`src/hdl/lsc_pkg.sv`:
```
// Shared constants, register map and helper functions of the light sensor conversion control
package lsc_pkg;

  // ----------------------------------------------------------------
  // Timing
  // ----------------------------------------------------------------
  localparam int unsigned SYS_CLK_HZ = 40_000_000;
  localparam int unsigned CONV_SHORT_MS = 100;
  localparam int unsigned CONV_LONG_MS = 800;
  localparam int unsigned CONV_SHORT_CYC = CONV_SHORT_MS * (SYS_CLK_HZ / 1000);
  localparam int unsigned CONV_LONG_CYC = CONV_LONG_MS * (SYS_CLK_HZ / 1000);
  localparam int CNT_W = 25;

  // ----------------------------------------------------------------
  // Register map (byte addresses)
  // ----------------------------------------------------------------
  localparam logic [7:0] ADDR_CFG = 8'h00;
  localparam logic [7:0] ADDR_RESULT = 8'h04;
  localparam logic [7:0] ADDR_HI_LIM = 8'h08;
  localparam logic [7:0] ADDR_LO_LIM = 8'h0C;
  localparam logic [7:0] ADDR_IRQ_STAT = 8'h10;
  localparam logic [7:0] ADDR_IRQ_MASK = 8'h14;

  // ----------------------------------------------------------------
  // Configuration field positions
  // ----------------------------------------------------------------
  localparam int CFG_RANGE_LSB = 12;
  localparam int CFG_TIME_BIT = 11;
  localparam int CFG_MODE_LSB = 9;
  localparam int CFG_OVF_BIT = 8;
  localparam int CFG_CRF_BIT = 7;
  localparam int CFG_FH_BIT = 6;
  localparam int CFG_FL_BIT = 5;
  localparam int CFG_LATCH_BIT = 4;
  localparam int CFG_POL_BIT = 3;
  localparam int CFG_ME_BIT = 2;
  localparam int CFG_FC_LSB = 0;

  // ----------------------------------------------------------------
  // Reset values and codes
  // ----------------------------------------------------------------
  localparam logic [3:0] RANGE_RST = 4'hC;
  localparam logic TIME_RST = 1'b1;
  localparam logic LATCH_RST = 1'b1;
  localparam logic POL_RST = 1'b0;
  localparam logic ME_RST = 1'b0;
  localparam logic [1:0] FC_RST = 2'b00;
  localparam logic [15:0] HI_LIM_RST = 16'hBFFF;
  localparam logic [15:0] LO_LIM_RST = 16'h0000;
  localparam logic [1:0] MODE_SHUTDOWN = 2'b00;
  localparam logic [1:0] MODE_ONESHOT = 2'b01;
  localparam logic [3:0] RANGE_AUTO = 4'hC;
  localparam logic [3:0] RANGE_MAX = 4'hB;

  localparam int IRQ_W = 4;
  localparam int IRQ_DONE = 0;
  localparam int IRQ_HIGH = 1;
  localparam int IRQ_LOW = 2;
  localparam int IRQ_OVF = 3;
  localparam logic [IRQ_W-1:0] IRQ_MASK_RST = 4'h0;

  localparam logic [1:0] RESP_OKAY = 2'b00;
  localparam logic [1:0] RESP_SLVERR = 2'b10;

  // ----------------------------------------------------------------
  // Helpers
  // ----------------------------------------------------------------
  // Exponent/mantissa code to a linear value for limit comparison
  function automatic logic [26:0] lux_value(input logic [15:0] code);
    return 27'(code[11:0]) << code[15:12];
  endfunction

  // Consecutive fault events needed: 1, 2, 4 or 8
  function automatic logic [3:0] fault_need(input logic [1:0] fc);
    return 4'h1 << fc;
  endfunction

endpackage

```
`src/hdl/lsc_sync.sv`:
```
// Three-stage input synchroniser with agreement filter for front-end signals
`timescale 1ns/1ps
`default_nettype none
module lsc_sync #(
  parameter int W = 13
) (
  input wire logic clk,
  input wire logic srst,
  input wire logic [W-1:0] async_in,
  output logic [W-1:0] sync_out
);
  logic [W-1:0] s1_reg;
  logic [W-1:0] s2_reg;
  logic [W-1:0] s3_reg;

  always_ff @(posedge clk) begin
    if (srst) begin
      s1_reg <= '0;
      s2_reg <= '0;
      s3_reg <= '0;
    end else begin
      s1_reg <= async_in;
      s2_reg <= s1_reg;
      s3_reg <= s2_reg;
    end
  end

  // A bit changes only once the second and third stages agree
  always_ff @(posedge clk) begin
    if (srst) begin
      sync_out <= '0;
    end else begin
      for (int i = 0; i < W; i++) begin
        if (s2_reg[i] == s3_reg[i]) begin
          sync_out[i] <= s3_reg[i];
        end
      end
    end
  end
endmodule // lsc_sync
`default_nettype wire

```
`src/hdl/lsc_conv_seq.sv`:
```
// Conversion sequencer: integration timing, one-shot end and automatic range stepping
`timescale 1ns/1ps
`default_nettype none
module lsc_conv_seq import lsc_pkg::*; #(
  parameter int unsigned SHORT_CYC = CONV_SHORT_CYC,
  parameter int unsigned LONG_CYC = CONV_LONG_CYC
) (
  input wire logic clk,
  input wire logic srst,
  input wire logic [1:0] mode,
  input wire logic long_time,
  input wire logic [3:0] range_sel,
  input wire logic overload,
  output logic busy,
  output logic done,
  output logic done_ovf,
  output logic [3:0] cur_range
);
  typedef enum logic {SEQ_IDLE, SEQ_CONV} lsc_seq_e;
  lsc_seq_e state_reg;
  logic [CNT_W-1:0] cnt_reg;
  logic ovl_seen_reg;
  logic auto_mode;
  logic at_end;

  assign auto_mode = (range_sel == RANGE_AUTO);
  assign at_end = (cnt_reg == (long_time ? CNT_W'(LONG_CYC - 1) : CNT_W'(SHORT_CYC - 1)));
  assign busy = (state_reg == SEQ_CONV);

  always_ff @(posedge clk) begin
    if (srst) begin
      state_reg <= SEQ_IDLE;
      cnt_reg <= '0;
      ovl_seen_reg <= 1'b0;
      cur_range <= '0;
      done <= 1'b0;
      done_ovf <= 1'b0;
    end else begin
      done <= 1'b0;
      unique case (state_reg)
        SEQ_IDLE: begin
          // Held off while the one-shot mode is still being cleared
          if (mode != MODE_SHUTDOWN && !done) begin
            state_reg <= SEQ_CONV;
            cnt_reg <= '0;
            ovl_seen_reg <= 1'b0;
            // Reserved range codes run at the top manual range
            cur_range <= auto_mode ? 4'h0 : (range_sel > RANGE_MAX ? RANGE_MAX : range_sel);
          end
        end
        SEQ_CONV: begin
          if (mode == MODE_SHUTDOWN) begin
            state_reg <= SEQ_IDLE;
          end else if (auto_mode && overload && cur_range < RANGE_MAX) begin
            cur_range <= cur_range + 4'h1;
            cnt_reg <= '0;
            ovl_seen_reg <= 1'b0;
          end else if (at_end) begin
            done <= 1'b1;
            done_ovf <= ovl_seen_reg | overload;
            cnt_reg <= '0;
            ovl_seen_reg <= 1'b0;
            // Continuous codes restart at once; one-shot returns to idle
            if (mode == MODE_ONESHOT) begin
              state_reg <= SEQ_IDLE;
            end else if (auto_mode) begin
              cur_range <= 4'h0;
            end
          end else begin
            cnt_reg <= cnt_reg + CNT_W'(1);
            if (overload) begin
              ovl_seen_reg <= 1'b1;
            end
          end
        end
      endcase
    end
  end
endmodule // lsc_conv_seq
`default_nettype wire

```
`src/hdl/lsc_top.sv`:
```
// Light sensor conversion control: register file, flags and interrupt over AXI4-Lite
`timescale 1ns/1ps
`default_nettype none
module lsc_top import lsc_pkg::*; #(
  parameter int unsigned SHORT_CYC = CONV_SHORT_CYC,
  parameter int unsigned LONG_CYC = CONV_LONG_CYC
) (
  input wire logic SYS_CLK,
  input wire logic SRST,
  input wire logic [7:0] S_AXI_AWADDR,
  input wire logic S_AXI_AWVALID,
  output logic S_AXI_AWREADY,
  input wire logic [31:0] S_AXI_WDATA,
  input wire logic [3:0] S_AXI_WSTRB,
  input wire logic S_AXI_WVALID,
  output logic S_AXI_WREADY,
  output logic [1:0] S_AXI_BRESP,
  output logic S_AXI_BVALID,
  input wire logic S_AXI_BREADY,
  input wire logic [7:0] S_AXI_ARADDR,
  input wire logic S_AXI_ARVALID,
  output logic S_AXI_ARREADY,
  output logic [31:0] S_AXI_RDATA,
  output logic [1:0] S_AXI_RRESP,
  output logic S_AXI_RVALID,
  input wire logic S_AXI_RREADY,
  input wire logic [11:0] ADC_MANTISSA,
  input wire logic ADC_OVERLOAD,
  output logic IRQ
);
  // ----------------------------------------------------------------
  // Declarations
  // ----------------------------------------------------------------
  logic [3:0] range_select_field;
  logic time_reg;
  logic [1:0] mode_reg;
  logic range_overload_flag;
  logic conversion_done_flag;
  logic above_limit_flag;
  logic below_limit_flag;
  logic latch_reg;
  logic pol_reg;
  logic me_reg;
  logic [1:0] consecutive_fault_field;
  logic [15:0] result_reg;
  logic [15:0] hi_lim_reg;
  logic [15:0] lo_lim_reg;
  logic [IRQ_W-1:0] irq_stat_reg;
  logic [IRQ_W-1:0] irq_mask_reg;
  logic [3:0] hi_run_reg;
  logic [3:0] lo_run_reg;
  logic [7:0] aw_addr_reg;
  logic [31:0] w_data_reg;
  logic [3:0] w_strb_reg;
  logic aw_full_reg;
  logic w_full_reg;
  logic [12:0] fe_sync;
  logic seq_busy;
  logic seq_done;
  logic seq_ovf;
  logic [3:0] seq_range;
  logic aw_hs;
  logic w_hs;
  logic ar_hs;
  logic do_write;
  logic cfg_wr;
  logic cfg_rd;
  logic stat_rd;
  logic [15:0] cfg_word;
  logic [15:0] cfg_merged;
  logic [15:0] new_result;
  logic [26:0] new_value;
  logic new_above;
  logic new_below;
  logic [3:0] need;

  function automatic logic [15:0] merge16(input logic [15:0] old, input logic [31:0] d,
                                          input logic [3:0] strb);
    return {strb[1] ? d[15:8] : old[15:8], strb[0] ? d[7:0] : old[7:0]};
  endfunction

  // ----------------------------------------------------------------
  // Front end and sequencer
  // ----------------------------------------------------------------
  lsc_sync #(.W(13)) u_sync (
    .clk(SYS_CLK),
    .srst(SRST),
    .async_in({ADC_OVERLOAD, ADC_MANTISSA}),
    .sync_out(fe_sync)
  );

  lsc_conv_seq #(.SHORT_CYC(SHORT_CYC), .LONG_CYC(LONG_CYC)) u_seq (
    .clk(SYS_CLK),
    .srst(SRST),
    .mode(mode_reg),
    .long_time(time_reg),
    .range_sel(range_select_field),
    .overload(fe_sync[12]),
    .busy(seq_busy),
    .done(seq_done),
    .done_ovf(seq_ovf),
    .cur_range(seq_range)
  );

  // ----------------------------------------------------------------
  // AXI4-Lite handshakes
  // ----------------------------------------------------------------
  assign aw_hs = S_AXI_AWVALID & S_AXI_AWREADY;
  assign w_hs = S_AXI_WVALID & S_AXI_WREADY;
  assign ar_hs = S_AXI_ARVALID & S_AXI_ARREADY;
  assign do_write = aw_full_reg & w_full_reg & ~S_AXI_BVALID;
  assign cfg_wr = do_write && aw_addr_reg == ADDR_CFG;
  assign cfg_rd = ar_hs && S_AXI_ARADDR == ADDR_CFG;
  assign stat_rd = ar_hs && S_AXI_ARADDR == ADDR_IRQ_STAT;
  assign cfg_merged = merge16(cfg_word, w_data_reg, w_strb_reg);
  assign cfg_word = {range_select_field, time_reg, mode_reg, range_overload_flag,
                     conversion_done_flag, above_limit_flag, below_limit_flag,
                     latch_reg, pol_reg, me_reg, consecutive_fault_field};

  always_ff @(posedge SYS_CLK) begin
    if (SRST) begin
      S_AXI_AWREADY <= 1'b0;
      aw_full_reg <= 1'b0;
      aw_addr_reg <= '0;
    end else if (aw_hs) begin
      S_AXI_AWREADY <= 1'b0;
      aw_full_reg <= 1'b1;
      aw_addr_reg <= S_AXI_AWADDR;
    end else begin
      if (do_write) begin
        aw_full_reg <= 1'b0;
      end
      S_AXI_AWREADY <= ~aw_full_reg & ~S_AXI_BVALID;
    end
  end

  always_ff @(posedge SYS_CLK) begin
    if (SRST) begin
      S_AXI_WREADY <= 1'b0;
      w_full_reg <= 1'b0;
      w_data_reg <= '0;
      w_strb_reg <= '0;
    end else if (w_hs) begin
      S_AXI_WREADY <= 1'b0;
      w_full_reg <= 1'b1;
      w_data_reg <= S_AXI_WDATA;
      w_strb_reg <= S_AXI_WSTRB;
    end else begin
      if (do_write) begin
        w_full_reg <= 1'b0;
      end
      S_AXI_WREADY <= ~w_full_reg & ~S_AXI_BVALID;
    end
  end

  always_ff @(posedge SYS_CLK) begin
    if (SRST) begin
      S_AXI_BVALID <= 1'b0;
      S_AXI_BRESP <= RESP_OKAY;
    end else if (do_write) begin
      S_AXI_BVALID <= 1'b1;
      S_AXI_BRESP <= (aw_addr_reg == ADDR_CFG || aw_addr_reg == ADDR_HI_LIM ||
                      aw_addr_reg == ADDR_LO_LIM || aw_addr_reg == ADDR_IRQ_MASK ||
                      aw_addr_reg == ADDR_RESULT || aw_addr_reg == ADDR_IRQ_STAT)
                     ? RESP_OKAY : RESP_SLVERR;
    end else if (S_AXI_BREADY) begin
      S_AXI_BVALID <= 1'b0;
    end
  end

  always_ff @(posedge SYS_CLK) begin
    if (SRST) begin
      S_AXI_ARREADY <= 1'b0;
      S_AXI_RVALID <= 1'b0;
      S_AXI_RDATA <= '0;
      S_AXI_RRESP <= RESP_OKAY;
    end else if (ar_hs) begin
      S_AXI_ARREADY <= 1'b0;
      S_AXI_RVALID <= 1'b1;
      S_AXI_RRESP <= RESP_OKAY;
      unique case (S_AXI_ARADDR)
        ADDR_CFG: S_AXI_RDATA <= {16'h0000, cfg_word};
        ADDR_RESULT: S_AXI_RDATA <= {16'h0000, result_reg};
        ADDR_HI_LIM: S_AXI_RDATA <= {16'h0000, hi_lim_reg};
        ADDR_LO_LIM: S_AXI_RDATA <= {16'h0000, lo_lim_reg};
        ADDR_IRQ_STAT: S_AXI_RDATA <= {28'h000_0000, irq_stat_reg};
        ADDR_IRQ_MASK: S_AXI_RDATA <= {28'h000_0000, irq_mask_reg};
        default: begin
          S_AXI_RDATA <= '0;
          S_AXI_RRESP <= RESP_SLVERR;
        end
      endcase
    end else begin
      if (S_AXI_RREADY) begin
        S_AXI_RVALID <= 1'b0;
      end
      S_AXI_ARREADY <= ~S_AXI_RVALID | S_AXI_RREADY;
    end
  end

  // ----------------------------------------------------------------
  // Host-writable fields
  // ----------------------------------------------------------------
  always_ff @(posedge SYS_CLK) begin
    if (SRST) begin
      range_select_field <= RANGE_RST;
      time_reg <= TIME_RST;
      mode_reg <= MODE_SHUTDOWN;
      latch_reg <= LATCH_RST;
      pol_reg <= POL_RST;
      me_reg <= ME_RST;
      consecutive_fault_field <= FC_RST;
    end else if (cfg_wr) begin
      // Status bits of the merged word are dropped here
      range_select_field <= cfg_merged[CFG_RANGE_LSB +: 4];
      time_reg <= cfg_merged[CFG_TIME_BIT];
      mode_reg <= cfg_merged[CFG_MODE_LSB +: 2];
      latch_reg <= cfg_merged[CFG_LATCH_BIT];
      pol_reg <= cfg_merged[CFG_POL_BIT];
      me_reg <= cfg_merged[CFG_ME_BIT];
      consecutive_fault_field <= cfg_merged[CFG_FC_LSB +: 2];
    end else if (seq_done && mode_reg == MODE_ONESHOT) begin
      mode_reg <= MODE_SHUTDOWN;
    end
  end

  always_ff @(posedge SYS_CLK) begin
    if (SRST) begin
      hi_lim_reg <= HI_LIM_RST;
      lo_lim_reg <= LO_LIM_RST;
      irq_mask_reg <= IRQ_MASK_RST;
    end else if (do_write) begin
      if (aw_addr_reg == ADDR_HI_LIM) begin
        hi_lim_reg <= merge16(hi_lim_reg, w_data_reg, w_strb_reg);
      end
      if (aw_addr_reg == ADDR_LO_LIM) begin
        lo_lim_reg <= merge16(lo_lim_reg, w_data_reg, w_strb_reg);
      end
      if (aw_addr_reg == ADDR_IRQ_MASK && w_strb_reg[0]) begin
        irq_mask_reg <= w_data_reg[IRQ_W-1:0];
      end
    end
  end

  // ----------------------------------------------------------------
  // Measurement result and status flags
  // ----------------------------------------------------------------
  assign new_result = {seq_range, fe_sync[11:0]};
  assign new_value = lux_value(new_result);
  assign new_above = new_value > lux_value(hi_lim_reg);
  assign new_below = new_value < lux_value(lo_lim_reg);
  assign need = fault_need(consecutive_fault_field);

  always_ff @(posedge SYS_CLK) begin
    if (SRST) begin
      result_reg <= '0;
      range_overload_flag <= 1'b0;
    end else if (seq_done) begin
      result_reg <= new_result;
      range_overload_flag <= seq_ovf;
    end
  end

  // Shutdown never touches these flags, so they stay readable while idle
  always_ff @(posedge SYS_CLK) begin
    if (SRST) begin
      conversion_done_flag <= 1'b0;
    end else if (seq_done) begin
      conversion_done_flag <= 1'b1;
    end else if (cfg_rd || (cfg_wr && cfg_merged[CFG_MODE_LSB +: 2] != MODE_SHUTDOWN)) begin
      conversion_done_flag <= 1'b0;
    end
  end

  // Latched style clears on a config read; transparent style on a quiet result
  always_ff @(posedge SYS_CLK) begin
    if (SRST) begin
      hi_run_reg <= '0;
      above_limit_flag <= 1'b0;
    end else if (seq_done && new_above) begin
      hi_run_reg <= (hi_run_reg == 4'h8) ? 4'h8 : hi_run_reg + 4'h1;
      if (hi_run_reg + 4'h1 >= need) begin
        above_limit_flag <= 1'b1;
      end
    end else if (seq_done) begin
      hi_run_reg <= '0;
      if (!latch_reg) begin
        above_limit_flag <= 1'b0;
      end
    end else if (cfg_rd && latch_reg) begin
      above_limit_flag <= 1'b0;
    end
  end

  always_ff @(posedge SYS_CLK) begin
    if (SRST) begin
      lo_run_reg <= '0;
      below_limit_flag <= 1'b0;
    end else if (seq_done && new_below) begin
      lo_run_reg <= (lo_run_reg == 4'h8) ? 4'h8 : lo_run_reg + 4'h1;
      if (lo_run_reg + 4'h1 >= need) begin
        below_limit_flag <= 1'b1;
      end
    end else if (seq_done) begin
      lo_run_reg <= '0;
      if (!latch_reg) begin
        below_limit_flag <= 1'b0;
      end
    end else if (cfg_rd && latch_reg) begin
      below_limit_flag <= 1'b0;
    end
  end

  // ----------------------------------------------------------------
  // Interrupt status: set wins over the clearing read
  // ----------------------------------------------------------------
  always_ff @(posedge SYS_CLK) begin
    if (SRST) begin
      irq_stat_reg <= '0;
    end else begin
      irq_stat_reg <= (stat_rd ? '0 : irq_stat_reg) |
                      {seq_done & seq_ovf,
                       seq_done & new_below & (lo_run_reg + 4'h1 >= need),
                       seq_done & new_above & (hi_run_reg + 4'h1 >= need),
                       seq_done};
    end
  end

  always_ff @(posedge SYS_CLK) begin
    if (SRST) begin
      IRQ <= 1'b0;
    end else begin
      IRQ <= |(irq_stat_reg & irq_mask_reg);
    end
  end
endmodule // lsc_top
`default_nettype wire

```
`config.mk`:
```
export PLATFORM = sky130hd
export DESIGN_NAME = lsc_top
export DESIGN_NICKNAME = d
export VERILOG_FILES = /design/src/hdl/lsc_pkg.sv /design/src/hdl/lsc_sync.sv /design/src/hdl/lsc_conv_seq.sv /design/src/hdl/lsc_top.sv
export SDC_FILE = /design/constraint.sdc
export NUM_CORES = 1
export LEC_CHECK = 0
export ABC_AREA = 0
export BUFFER_PORTS_ARGS = -buffer_cell sky130_fd_sc_hd__buf_2
export CORE_AREA = 2 2 158 160
export CTS_CLUSTER_DIAMETER = 200
export CTS_CLUSTER_SIZE = 8
export DETAILED_ROUTE_END_ITERATION = 10
export DIE_AREA = 0 0 160 162
export GPL_TIMING_DRIVEN = 0
export PLACE_DENSITY = 0.82
export SLEW_MARGIN = 20
export SYNTH_ARGS = -nofsm -noshare
export SYNTH_HDL_FRONTEND = slang
export SYNTH_HIERARCHICAL = 1
export SYNTH_SLANG_ARGS = --single-unit
```
`constraint.sdc`:
```
create_clock -name SYS_CLK -period 3.6 [get_ports SYS_CLK]
set_input_delay 0.36 -clock SYS_CLK [delete_from_list [all_inputs] [get_ports SYS_CLK]]
set_output_delay 0.36 -clock SYS_CLK [all_outputs]
set_load 0.05 [all_outputs]
```
==> summary.md, run 1 <==
| Metric | Value |
|---|---|
| Status | finished clean |
| Max-slew violations | 0 |
| Top cells by count, synth | dfxtp_1, nand2_1, a21oi_1, mux2i_1, nor2_1 |
| Non-Filler Instances | 1,858 |
| Yosys cell types | 75 |
| DR WL/cell | 18.71 microns |
| Final min period | 3.495 ns |
| Drt pass-1 iters | 6 |
| LEAKAGE | 5.391 nW |
| Initial Utilization | 49.72% |
| Ant diodes | 0 |
| EDFF count, synth | 0 |
| Vias in the first global route | 10,596 |
| Antenna-violating nets left | 0 |
| Synth top area cells | dfxtp_1, mux2i_1, ha_1, nand2_1, a21oi_1 |
| Max reg flops | 25 |
| Async SR Flop Fraction | 0% |
| Largest net degree at the start of global routing | 16 |
| Crit end category | flip-flop |
| Gpl congestion | 0.9859 |
| Primary FF master, synth | dfxtp_1 |
| # rows | 57 |
| HPWL after DPL | 25,810 microns |
| Syn Area/Cell | 8.519 sq um |
| Vias | 11,027 |
| Die height | 162 microns |
| Worst vdd rail ir drop | 0.3786 mV |
| Met1 Usage GRT | 33.10% |
| DRC viols | 0 |
| Nets | 1,672 |
| Slew @ Worst Pin | 0.8585 ns |
| Area Overhead vs Synth | 15.91% |
| Post-synth top area share | 36.24% |
| Total power | 0.005244 W |
| Crit Path Class | reg -> reg |
| Count of final setup violators | 0 |
| Total track usage | 26.20% |
| Fillers | 2,166 |
| Utilization after layout | 57.64% |
| Synthesized flop and latch total | 217 |
| Synth warnings | 6 |
| CTS root buffer | clkbuf_16 |
| Endpoints failing hold | 0 |
| Share of layout cells above drive strength 1 | 15.06% |
| Slowest cell on the critical path | or4b_1 |
| Core Region | 24,110 sq um |
| Die Area | 25,920 sq um |
| Die span in x | 160 microns |
| Sinks on the clock net | 217 |
| Setup WS pre-CTS | -0.9171 ns |
| GR peak layer | met2 |
| IO buf count | 74 |
| Clock Tree Buf Depth | 3 |
| H-Tree Depth | 1 |
| Initial antenna violation count | 0 |
| CP max stage delay | 0.48 ns |
| I/O pin total | 114 |
| Mapped Cells | 1,407 |
| Fin Clk Skew | 0.03089 ns |
| Vias per cell | 5.935 |
| Critical Path Start Type | flip-flop |
| Data required, critical path | 4.05 ns |
| Starting DRT DRC Count | 1,039 |
| Most common cell in the netlist | dfxtp_1 |
| Cell Pwr Density | 377.4 nW/um^2 |
| CTS tree | done |
| Critical-path maximum fanout | 10 |
| # hold bufs at CTS | 0 |
| Post-synthesis sequential area ratio | 36.24% |
| Hold Path Class | in -> reg |
| Max_slew headroom | 42.33% |
| CP Cell Sequence | buf_6, clkbuf_8, mux2i_1, mux2i_1, mux2i_1, nor2_1, a21oi_1, ha_1, a21o_1, a21o_1, a21o_1, o311a_4, or4b_1, a21oi_1 |
| Syn Std Cell Area | 11,990 sq um |
| Global route overflow | 0 |
| Final critical-path share of the clock period | 97.09% |
| CTS Buf Count | 31 |
| GRT met2 Usage | 43.68% |
| First-pass GRT wire length | 55,140 microns |
| Clk_lat worst skew | 0.55 ns |
| Final worst setup slack | 0.1048 ns |
| Met3 GRT Util | 3.524% |
| Clock transition at the registers of the reported paths | 0.05 ns |
| Max Cap Viol | 0 |
| Hold slack | 0.03318 ns |
| Placed Cells incl. Taps | 1,822 |
| DRT Wirelength | 34,770 microns |
| Max Freq | 0.2861 GHz |
| CP arrival | 3.95 ns |
| Synth area leader | dfxtp_1 |
worst paths after layout:
path / endpoint / slack, ns / cells past startpoint / start
setup / recovery: lo_run_reg[1]$_SDFFE_PP0P_ / 0.10 / 14 / lo_lim_reg[13]$_SDFFE_PP0P_
hold / removal: u_sync/s1_reg[12]$_SDFF_PP0_ / 0.03 / 2 / ADC_OVERLOAD
setup reg to reg: lo_run_reg[1]$_SDFFE_PP0P_ / 0.10 / 14 / lo_lim_reg[13]$_SDFFE_PP0P_
hold reg to reg: u_sync/s2_reg[11]$_SDFF_PP0_ / 0.43 / 1 / u_sync/s1_reg[11]$_SDFF_PP0_
per-stage QoR:
stage,instance area [sq um],TNS (ns)
after floorplan,12050,0
after global placement,12830,-7.551
after detailed placement,12830,-8.772
after CTS,13750,0
after global routing,13890,-0.2858
final,13890,0
per-layer routing:
layer	wire, microns	part of all wire [%]
met1	14310	41
met2	15910	46
met3	2583	7.4
met4	1968	5.7
met5	0	0
layout make-up:
type                    instances  area, sq um  share of cell area, %
multi-input cells            1084         7277                  52.38
flip-flops and latches        217         4357                  31.36
clock buffers                  32        779.5                  5.611
plain buffers                  94        551.8                  3.972
repair buffers                 79        407.9                  2.936
well taps                     324        405.4                  2.918
inverters                      26        97.59                 0.7025
clock inverters                 2        17.52                 0.1261
cells by family after synthesis:
logic type	count (synthesis)	share of synthesized area, %
flops	217	36.24
other cells	1	0.03129
compound gates	272	14.10
xor+xnor	27	1.973
mux	144	12.66
buf+inv	123	5.073
fa+ha+maj	67	6.994
simple gates	556	22.92
worst max-delay path, delay by kind of cell, from the launching register on:
kind	cells	cell delay, ns
buffers and inverters	2	0.35
DFF	1	0.33
AOI/OAI and AO/OA	6	1.28
and+or+nand+nor	2	0.55
adders and majority gates	1	0.27
muxes	3	0.62
report_power, final:
group / switching, W / internal, W
sequential: 0.0000334 / 0.00245
clock: 0.000976 / 0.00150
combinational: 0.000198 / 0.0000906
cell usage in the layout (no fill, tap or decap), types with 6 or more instances in the layout:
cell type,synthesis,routed
ha_1,67,67
nand2_1,181,180
inv_1,26,26
nand2b_1,9,9
a21o_1,8,8
nor3_1,44,44
buf_6,6,6
buf_4,25,30
mux2_2,11,11
a21oi_1,129,123
xnor2_1,13,13
nor2_1,127,124
o21ai_0,46,37
a311oi_1,6,6
and2_1,7,7
xor2_1,14,14
clkbuf_1,54,44
clkbuf_16,0,31
or2_2,10,10
nand4_1,24,24
conb_1,1,18
nand3b_1,8,8
dfxtp_1,217,213
nor4_1,10,9
a22oi_1,30,30
buf_2,6,80
nand3_1,37,37
mux2i_1,128,123
nor2b_1,61,61
timing repair:
action,in CTS,in global routing
buffers inserted,3,2
setup endpoints to repair,12,12
gates resized for setup,41,42
endpoints found under the hold margin,0,0
gates cloned,0,0
pin swaps,6,3
(Power assumes the default switching activity.)
==> inputs of run 2 (changes only) <==
RECOVER_POWER = 100   (was not set)
==> summary.md, run 2 (synthesis results as in run 1) <==
| Metric | Value |
|---|---|
| Status | finished clean |
| Commonest non-fill, non-tap cell in the layout | dfxtp_1 |
| Setup WS pre-CTS | -0.9171 ns (unchanged) |
| Most frequent cells in the layout | dfxtp_1, nand2_1, nor2_1, a21oi_1, mux2i_1 |
| Max Freq | 0.2852 GHz (-0.31%) |
| LEAKAGE | 5.218 nW (-3.2%) |
| CTS tree | done |
| Final min period | 3.506 ns (+0.01074 ns) |
| Clock transition at the registers of the reported paths | 0.05 ns (about the same) |
| I/O pin total | 114 (unchanged) |
| Final worst setup slack | 0.09402 ns (-0.01074 ns) |
| Net Switching | 0.001203 W (-0.28%) |
| Max-slew violations | 0 (unchanged) |
| Drt pass-1 iters | 7 (+1) |
| Sinks on the clock net | 217 (unchanged) |
| Cell Pwr Density | 381.7 nW/um^2 (+1.1%) |
| CTS root buffer | clkbuf_16 |
| CP arrival | 3.92 ns (-0.03 ns) |
| Critical-path maximum fanout | 8 (-2) |
| Starting DRT DRC Count | 1,088 (+4.7%) |
| Gpl congestion | 0.9859 (unchanged) |
| Count of final setup violators | 0 (unchanged) |
| Antenna-violating nets left | 0 (unchanged) |
| Area Overhead vs Synth | 14.38% |
| Clock Tree Buf Depth | 3 (unchanged) |
| Ant diodes | 0 (unchanged) |
| # hold bufs at CTS | 0 (unchanged) |
| Int Pwr | 0.004030 W (-0.18%) |
| Clk pwr share | 47.3% (about the same) |
| IO buf count | 74 (unchanged) |
| First-pass GRT wire length | 55,140 microns (unchanged) |
| Total track usage | 26.20% (unchanged) |
| Data required, critical path | 4.01 ns (-0.04 ns) |
| # rows | 57 (unchanged) |
| Vias | 11,043 (+0.15%) |
| Critical Path Start Type | flip-flop |
| Initial Utilization | 49.72% (unchanged) |
| Hold Path Class | in -> reg |
| Die span in x | 160 microns (unchanged) |
| Non-Filler Instances | 1,858 (unchanged) |
| Max reg flops | 25 (unchanged) |
| Total power | 0.005233 W (-0.20%) |
| Die Area | 25,920 sq um (unchanged) |
| Share of layout cells above drive strength 1 | 12.06% (-3.0 points) |
| H-Tree Depth | 1 (unchanged) |
| Flop pwr share | 47.4% (about the same) |
| Largest net degree at the start of global routing | 16 (unchanged) |
| Max_slew headroom | 31.81% (-11 points) |
| Utilization after layout | 56.88% (-0.76 points) |
| Fin Clk Skew | 0.02953 ns (-0.001363 ns) |
| Final critical-path share of the clock period | 97.39% (+0.30 points) |
| Nets | 1,672 (unchanged) |
| Global route overflow | 0 (unchanged) |
| DRC viols | 0 (unchanged) |
| Vias per cell | 5.943 (+0.15%) |
| DRT Wirelength | 34,800 microns (about the same) |
| Initial antenna violation count | 0 (unchanged) |
| Die height | 162 microns (unchanged) |
| Endpoints failing hold | 0 (unchanged) |
| Crit end category | flip-flop |
| DR WL/cell | 18.73 microns (about the same) |
| HPWL after DPL | 25,810 microns (unchanged) |
| Sw Share | 22.99% (about the same) |
| Slew @ Worst Pin | 1.014 ns (+0.1551 ns) |
| Crit Path Class | reg -> reg |
| Max Cap Viol | 0 (unchanged) |
| Worst vdd rail ir drop | 0.3790 mV (about the same) |
| Placed Cells incl. Taps | 1,822 (unchanged) |
| CTS Buf Count | 31 (unchanged) |
| Comb pwr share | 5.3% (-0.2 points) |
| Core Region | 24,110 sq um (unchanged) |
| Vias in the first global route | 10,596 (unchanged) |
| Clk_lat worst skew | 0.55 ns (about the same) |
[run 2: cell count changes in the layout (fill, tap and decap cells not counted), moves of 2 or more]
| cell | previous run | this run |
|---|---|---|
| nor4_4 | 2 | 0 |
| buf_4 | 30 | 25 |
| buf_2 | 80 | 52 |
| buf_6 | 6 | 1 |
| nor4_1 | 9 | 11 |
| clkbuf_1 | 44 | 82 |
[run 2: path summary, 6_finish.rpt]
check                             startpoint                       endpoint  slack, ns  cells past startpoint
max          u_seq/cur_range[1]$_SDFFE_PP0P_  below_limit_flag$_SDFFE_PP0P_       0.09                     15
min reg2reg     u_sync/s1_reg[11]$_SDFF_PP0_   u_sync/s2_reg[11]$_SDFF_PP0_       0.43                      1
min                             ADC_OVERLOAD   u_sync/s1_reg[12]$_SDFF_PP0_       0.03                      2
max reg2reg  u_seq/cur_range[1]$_SDFFE_PP0P_  below_limit_flag$_SDFFE_PP0P_       0.09                     15
[run 2: critical path, cell delays in order (launching register included)]
cell,delay [ns]
dfxtp_2,0.37
buf_8,0.15
mux2_2,0.38
a21oi_4,0.19
nor2_1,0.07
nor2_2,0.13
buf_4,0.13
nor2_2,0.05
ha_1,0.33
nand4_1,0.18
nor4_2,0.58
a2111oi_4,0.17
nand2_2,0.15
buf_4,0.13
nor4b_1,0.04
a311o_1,0.30
[run 2: cell type report]
| cell class | count | area [sq um] |
|---|---|---|
| clock buffer | 32 | 779.5 |
| clock inverter | 2 | 17.52 |
| inverter | 26 | 97.59 |
| sequential | 217 | 4357 |
| timing repair buffer | 79 | 376.6 |
| buffer | 94 | 491.7 |
| fill | 2213 | 10400 |
| tap | 324 | 405.4 |
| multi-input combinational | 1084 | 7186 |
[run 2: repair_timing]
item,4_1_cts,5_1_grt
endpoints found under the setup margin,12,12
setup buffers,3,2
pin swaps,6,3
resized for setup,41,42
[run 2: power groups by stage]
stage          registers (W)  logic, W  clock network [W]
6_report             0.00248  0.000278            0.00248
4_1_cts              0.00248  0.000284            0.00249
3_5_place_dp         0.00253  0.000282                  0
2_1_floorplan        0.00255  0.000172                  0
5_1_grt              0.00248  0.000300            0.00260
3_3_place_gp         0.00253  0.000277                  0
[run 2: metal layers]
layer / part of all wire [%] / GRT usage (%) / routed length, microns
met2: 46 / 43.68 / 16030
met5: 0 / 0 / 0
met3: 7.5 / 3.524 / 2625
met4: 5.5 / 14.13 / 1904
met1: 41 / 33.10 / 14240
[run 2: per-stage QoR]
stage          TNS, ns  cell area, sq um  hold slack (ns)
2_1_floorplan        0             12050           0.4138
3_3_place_gp    -7.551             12830           0.4155
3_5_place_dp    -8.772             12830           0.4239
4_1_cts              0             13750          0.03166
5_1_grt        -0.2715             13710          0.03288
6_report             0             13710          0.03395
==> inputs of run 3 (changes only) <==
CORE_AREA = 2 2 205 207   (was 2 2 158 160)
DIE_AREA = 0 0 207 209   (was 0 0 160 162)
PLACE_DENSITY = 0.57   (was 0.82)
SYNTH_HIERARCHICAL = not set   (was 1)
==> summary.md, run 3 <==
| Metric | Value |
|---|---|
| Status | finished clean |
| Max reg flops | 25 (unchanged) |
| Sinks on the clock net | 217 (unchanged) |
| Worst-case reg-to-reg path depth | 14 (-1) |
| Hold depth | 2 (unchanged) |
| EDFF count, synth | 0 (unchanged) |
| Synth warnings | 0 (-6) |
| Max-slew violations | 0 (unchanged) |
| Share of layout cells above drive strength 1 | 14.77% (+2.7 points) |
| Die span in x | 207 microns (+29%) |
| Largest net degree at the start of global routing | 17 (+1) |
| Clock Tree Buf Depth | 3 (unchanged) |
| I/O pin total | 114 (unchanged) |
| Worst vdd rail ir drop | 0.3925 mV (+3.6%) |
| Vias | 10,709 (-3.0%) |
| Area Overhead vs Synth | 19.72% |
| Commonest non-fill, non-tap cell in the layout | dfxtp_1 |
| Most frequent cells in the layout | dfxtp_1, nand2_1, a21oi_1 |
| Clk_lat worst skew | 0.56 ns (about the same) |
| IO buf count | 75 (+1.4%) |
| Slew @ Worst Pin | 1.420 ns (+0.4060 ns) |
| CTS root buffer | clkbuf_16 |
| CP arrival | 4.00 ns (+0.08 ns) |
| DR WL/cell | 17.93 microns (-4.2%) |
| Gpl congestion | 0.8950 (-9.2%) |
| RSZ-0062 raised after global routing | yes |
| Post-synthesis sequential area ratio | 36.90% (+0.66 points) |
| Fillers | 4,364 (+97%) |
| Initial Utilization | 28.51% (-21 points) |
| Post-synth top area share | 36.90% (+0.66 points) |
| # hold bufs at CTS | 0 (unchanged) |
| Final critical-path share of the clock period | 98.12% (+0.73 points) |
| H-Tree Depth | 1 (unchanged) |
| Clock transition at the registers of the reported paths | 0.05 ns (about the same) |
| Most common cell in the netlist | dfxtp_1 |
| Yosys cell types | 66 (-12%) |
| Max Cap Viol | 0 (unchanged) |
| Mapped Cells | 1,411 (+0.28%) |
| Synthesized flop and latch total | 217 (unchanged) |
| Global route overflow | 0 (unchanged) |
| Worst Hold End | u_sync.s1_reg[12]$_SDFF_PP0_ |
| Utilization after layout | 34.13% (-23 points) |
| First-pass GRT wire length | 58,340 microns (+5.8%) |
| Antenna-violating nets left | 0 (unchanged) |
| Final min period | 3.532 ns (+0.02625 ns) |
| Ant diodes | 0 (unchanged) |
| HP Start | ADC_OVERLOAD |
| Initial antenna violation count | 0 (unchanged) |
| Die Area | 43,260 sq um (+67%) |
| Max Freq | 0.2831 GHz (-0.74%) |
| Critical Path Start Type | flip-flop |
| Core Region | 41,290 sq um (+71%) |
| Hold Path Class | in -> reg |
| Primary FF master, synth | dfxtp_1 |
| # rows | 75 (+32%) |
| Critical-path maximum fanout | 10 (+2) |
| Starting DRT DRC Count | 808 (-26%) |
| Fin Clk Skew | 0.02414 ns (-0.005392 ns) |
| Nets | 1,686 (+0.84%) |
| DRC viols | 0 (unchanged) |
| Data required, critical path | 4.07 ns (+0.06 ns) |
| Async SR Flop Fraction | 0% (unchanged) |
| Syn Area/Cell | 8.343 sq um (-2.1%) |
| Crit path from | lo_lim_reg[12]$_SDFFE_PP0P_ |
| CTS tree | done |
| Max_slew headroom | 4.636% (-27 points) |
| Drt pass-1 iters | 5 (-2) |
| CTS Buf Count | 31 (unchanged) |
| Top cells by count, synth | dfxtp_1, nand2_1, a21oi_1, nor2_1, mux2i_1 |
| Vias in the first global route | 10,296 (-2.8%) |
| Syn Std Cell Area | 11,770 sq um (-1.8%) |
| FF-to-FF setup slack | 0.07 ns (-0.03 ns) |
| Hold slack | 0.01687 ns (-0.01708 ns) |
| Crit Reg-Reg Endpoint | lo_run_reg[2]$_SDFFE_PP0P_ |
| Total track usage | 16.82% (-9.4 points) |
| Cell Pwr Density | 377.1 nW/um^2 (-1.2%) |
| Vias per cell | 5.126 (-14%) |
| Crit Path Class | reg -> reg |
| Die height | 209 microns (+29%) |
| LEAKAGE | 5.363 nW (+2.8%) |
| Crit end category | flip-flop |
| Reg-to-Reg Start | lo_lim_reg[12]$_SDFFE_PP0P_ |
| Endpoints failing hold | 0 (unchanged) |
| Count of final setup violators | 0 (unchanged) |
| Synth top area cells | dfxtp_1, mux2i_1, ha_1, nand2_1, a21oi_1 |
| Synth area leader | dfxtp_1 |
| DRT Wirelength | 37,460 microns (+7.7%) |
| HPWL after DPL | 29,150 microns (+13%) |
==> run 3: cell count changes after synthesis, sizes merged, moves of 8 or more <==
cell    change
buf        -10
mux4       +15
nor4        -8
nand3      +46
nand2      +33
a21oi       +8
mux2i      -35
clkbuf     +10
a22oi      -27
nor3       -27
==> run 3: stage by stage <==
stage	area [sq um]	std cells	TNS [ns]	power [W]	setup WS, ns
finish	14090	2089	0	0.005314	0.06778
global route	14090	2089	-0.09703	0.005489	-0.03074
CTS	13850	2079	0	0.005356	0.001209
detailed placement	12900	2042	-13.82	0.002848	-1.307
global placement	12890	2042	-13.25	0.002844	-1.250
floorplan	11840	1428	0	0.002738	0.07339
==> run 3: layout make-up <==
cell class | count | area, sq um | area share, %
plain buffers | 96 | 528.0 | 3.747
clock buffers | 32 | 779.5 | 5.531
clock inverters | 2 | 28.78 | 0.2042
inverters | 23 | 93.84 | 0.6659
multi-input cells | 1091 | 7187 | 51.00
flip-flops and latches | 217 | 4347 | 30.84
well taps | 539 | 674.4 | 4.786
repair buffers | 89 | 454.2 | 3.223
==> run 3: per-layer routing <==
metal / track usage [%] / part of all wire [%] / vias to the layer above / routed length [microns]
met5: 0 / 0 / - / 0
met4: 6.478 / 4.0 / 0 / 1483
met3: 1.788 / 5.6 / 83 / 2115
met2: 28.05 / 46 / 389 / 17280
met1: 22.38 / 44 / 5060 / 16580
li1: - / - / 5177 / -
==> run 3: worst max-delay path by stage <==
stage                                         end  slack [ns]  depth (start not counted)
floorplan           below_limit_flag$_SDFFE_PP0P_        0.07                         16
global placement    above_limit_flag$_SDFFE_PP0P_       -1.25                         13
detailed placement  below_limit_flag$_SDFFE_PP0P_       -1.31                         13
CTS                    irq_stat_reg[1]$_SDFF_PP0_       0.001                         13
global route           lo_run_reg[2]$_SDFFE_PP0P_       -0.03                         14
finish                 lo_run_reg[2]$_SDFFE_PP0P_        0.07                         14
==> run 3: report_power, final <==
group / switching, W / leakage (nW) / internal (W)
sequential: 0.0000347 / 1.76 / 0.00245
clock: 0.00101 / 0.397 / 0.00151
combinational: 0.000217 / 3.21 / 0.0000976
==> run 3: critical path, stage by stage, from the launching register on <==
cell and delay [ns]:
dfxtp_1 0.42, buf_6 0.20, clkbuf_4 0.24, mux2i_1 0.30, mux2i_1 0.15, or2_2 0.31, ha_1 0.18, a21o_1 0.17
a21o_1 0.17, a211o_1 0.29, a32o_1 0.24, o31ai_4 0.33, buf_6 0.18, nand3_1 0.08, a21oi_1 0.17
==> run 3: kinds of logic after synthesis <==
group	after synthesis	share of synthesized area [%]
compound gates	255	12.69
xor+xnor	28	2.083
fa+ha+maj	65	6.909
buf+inv	120	4.432
flops	217	36.90
mux	126	12.98
other cells	1	0.03186
simple gates	599	23.97
==> run 3: timing repair <==
item | in CTS | in global routing
pin swaps | 6 | 7
hold endpoints to repair | 0 | 0
setup buffers | 3 | 11
endpoints found under the setup margin | 12 | 12
gates resized for setup | 47 | 77
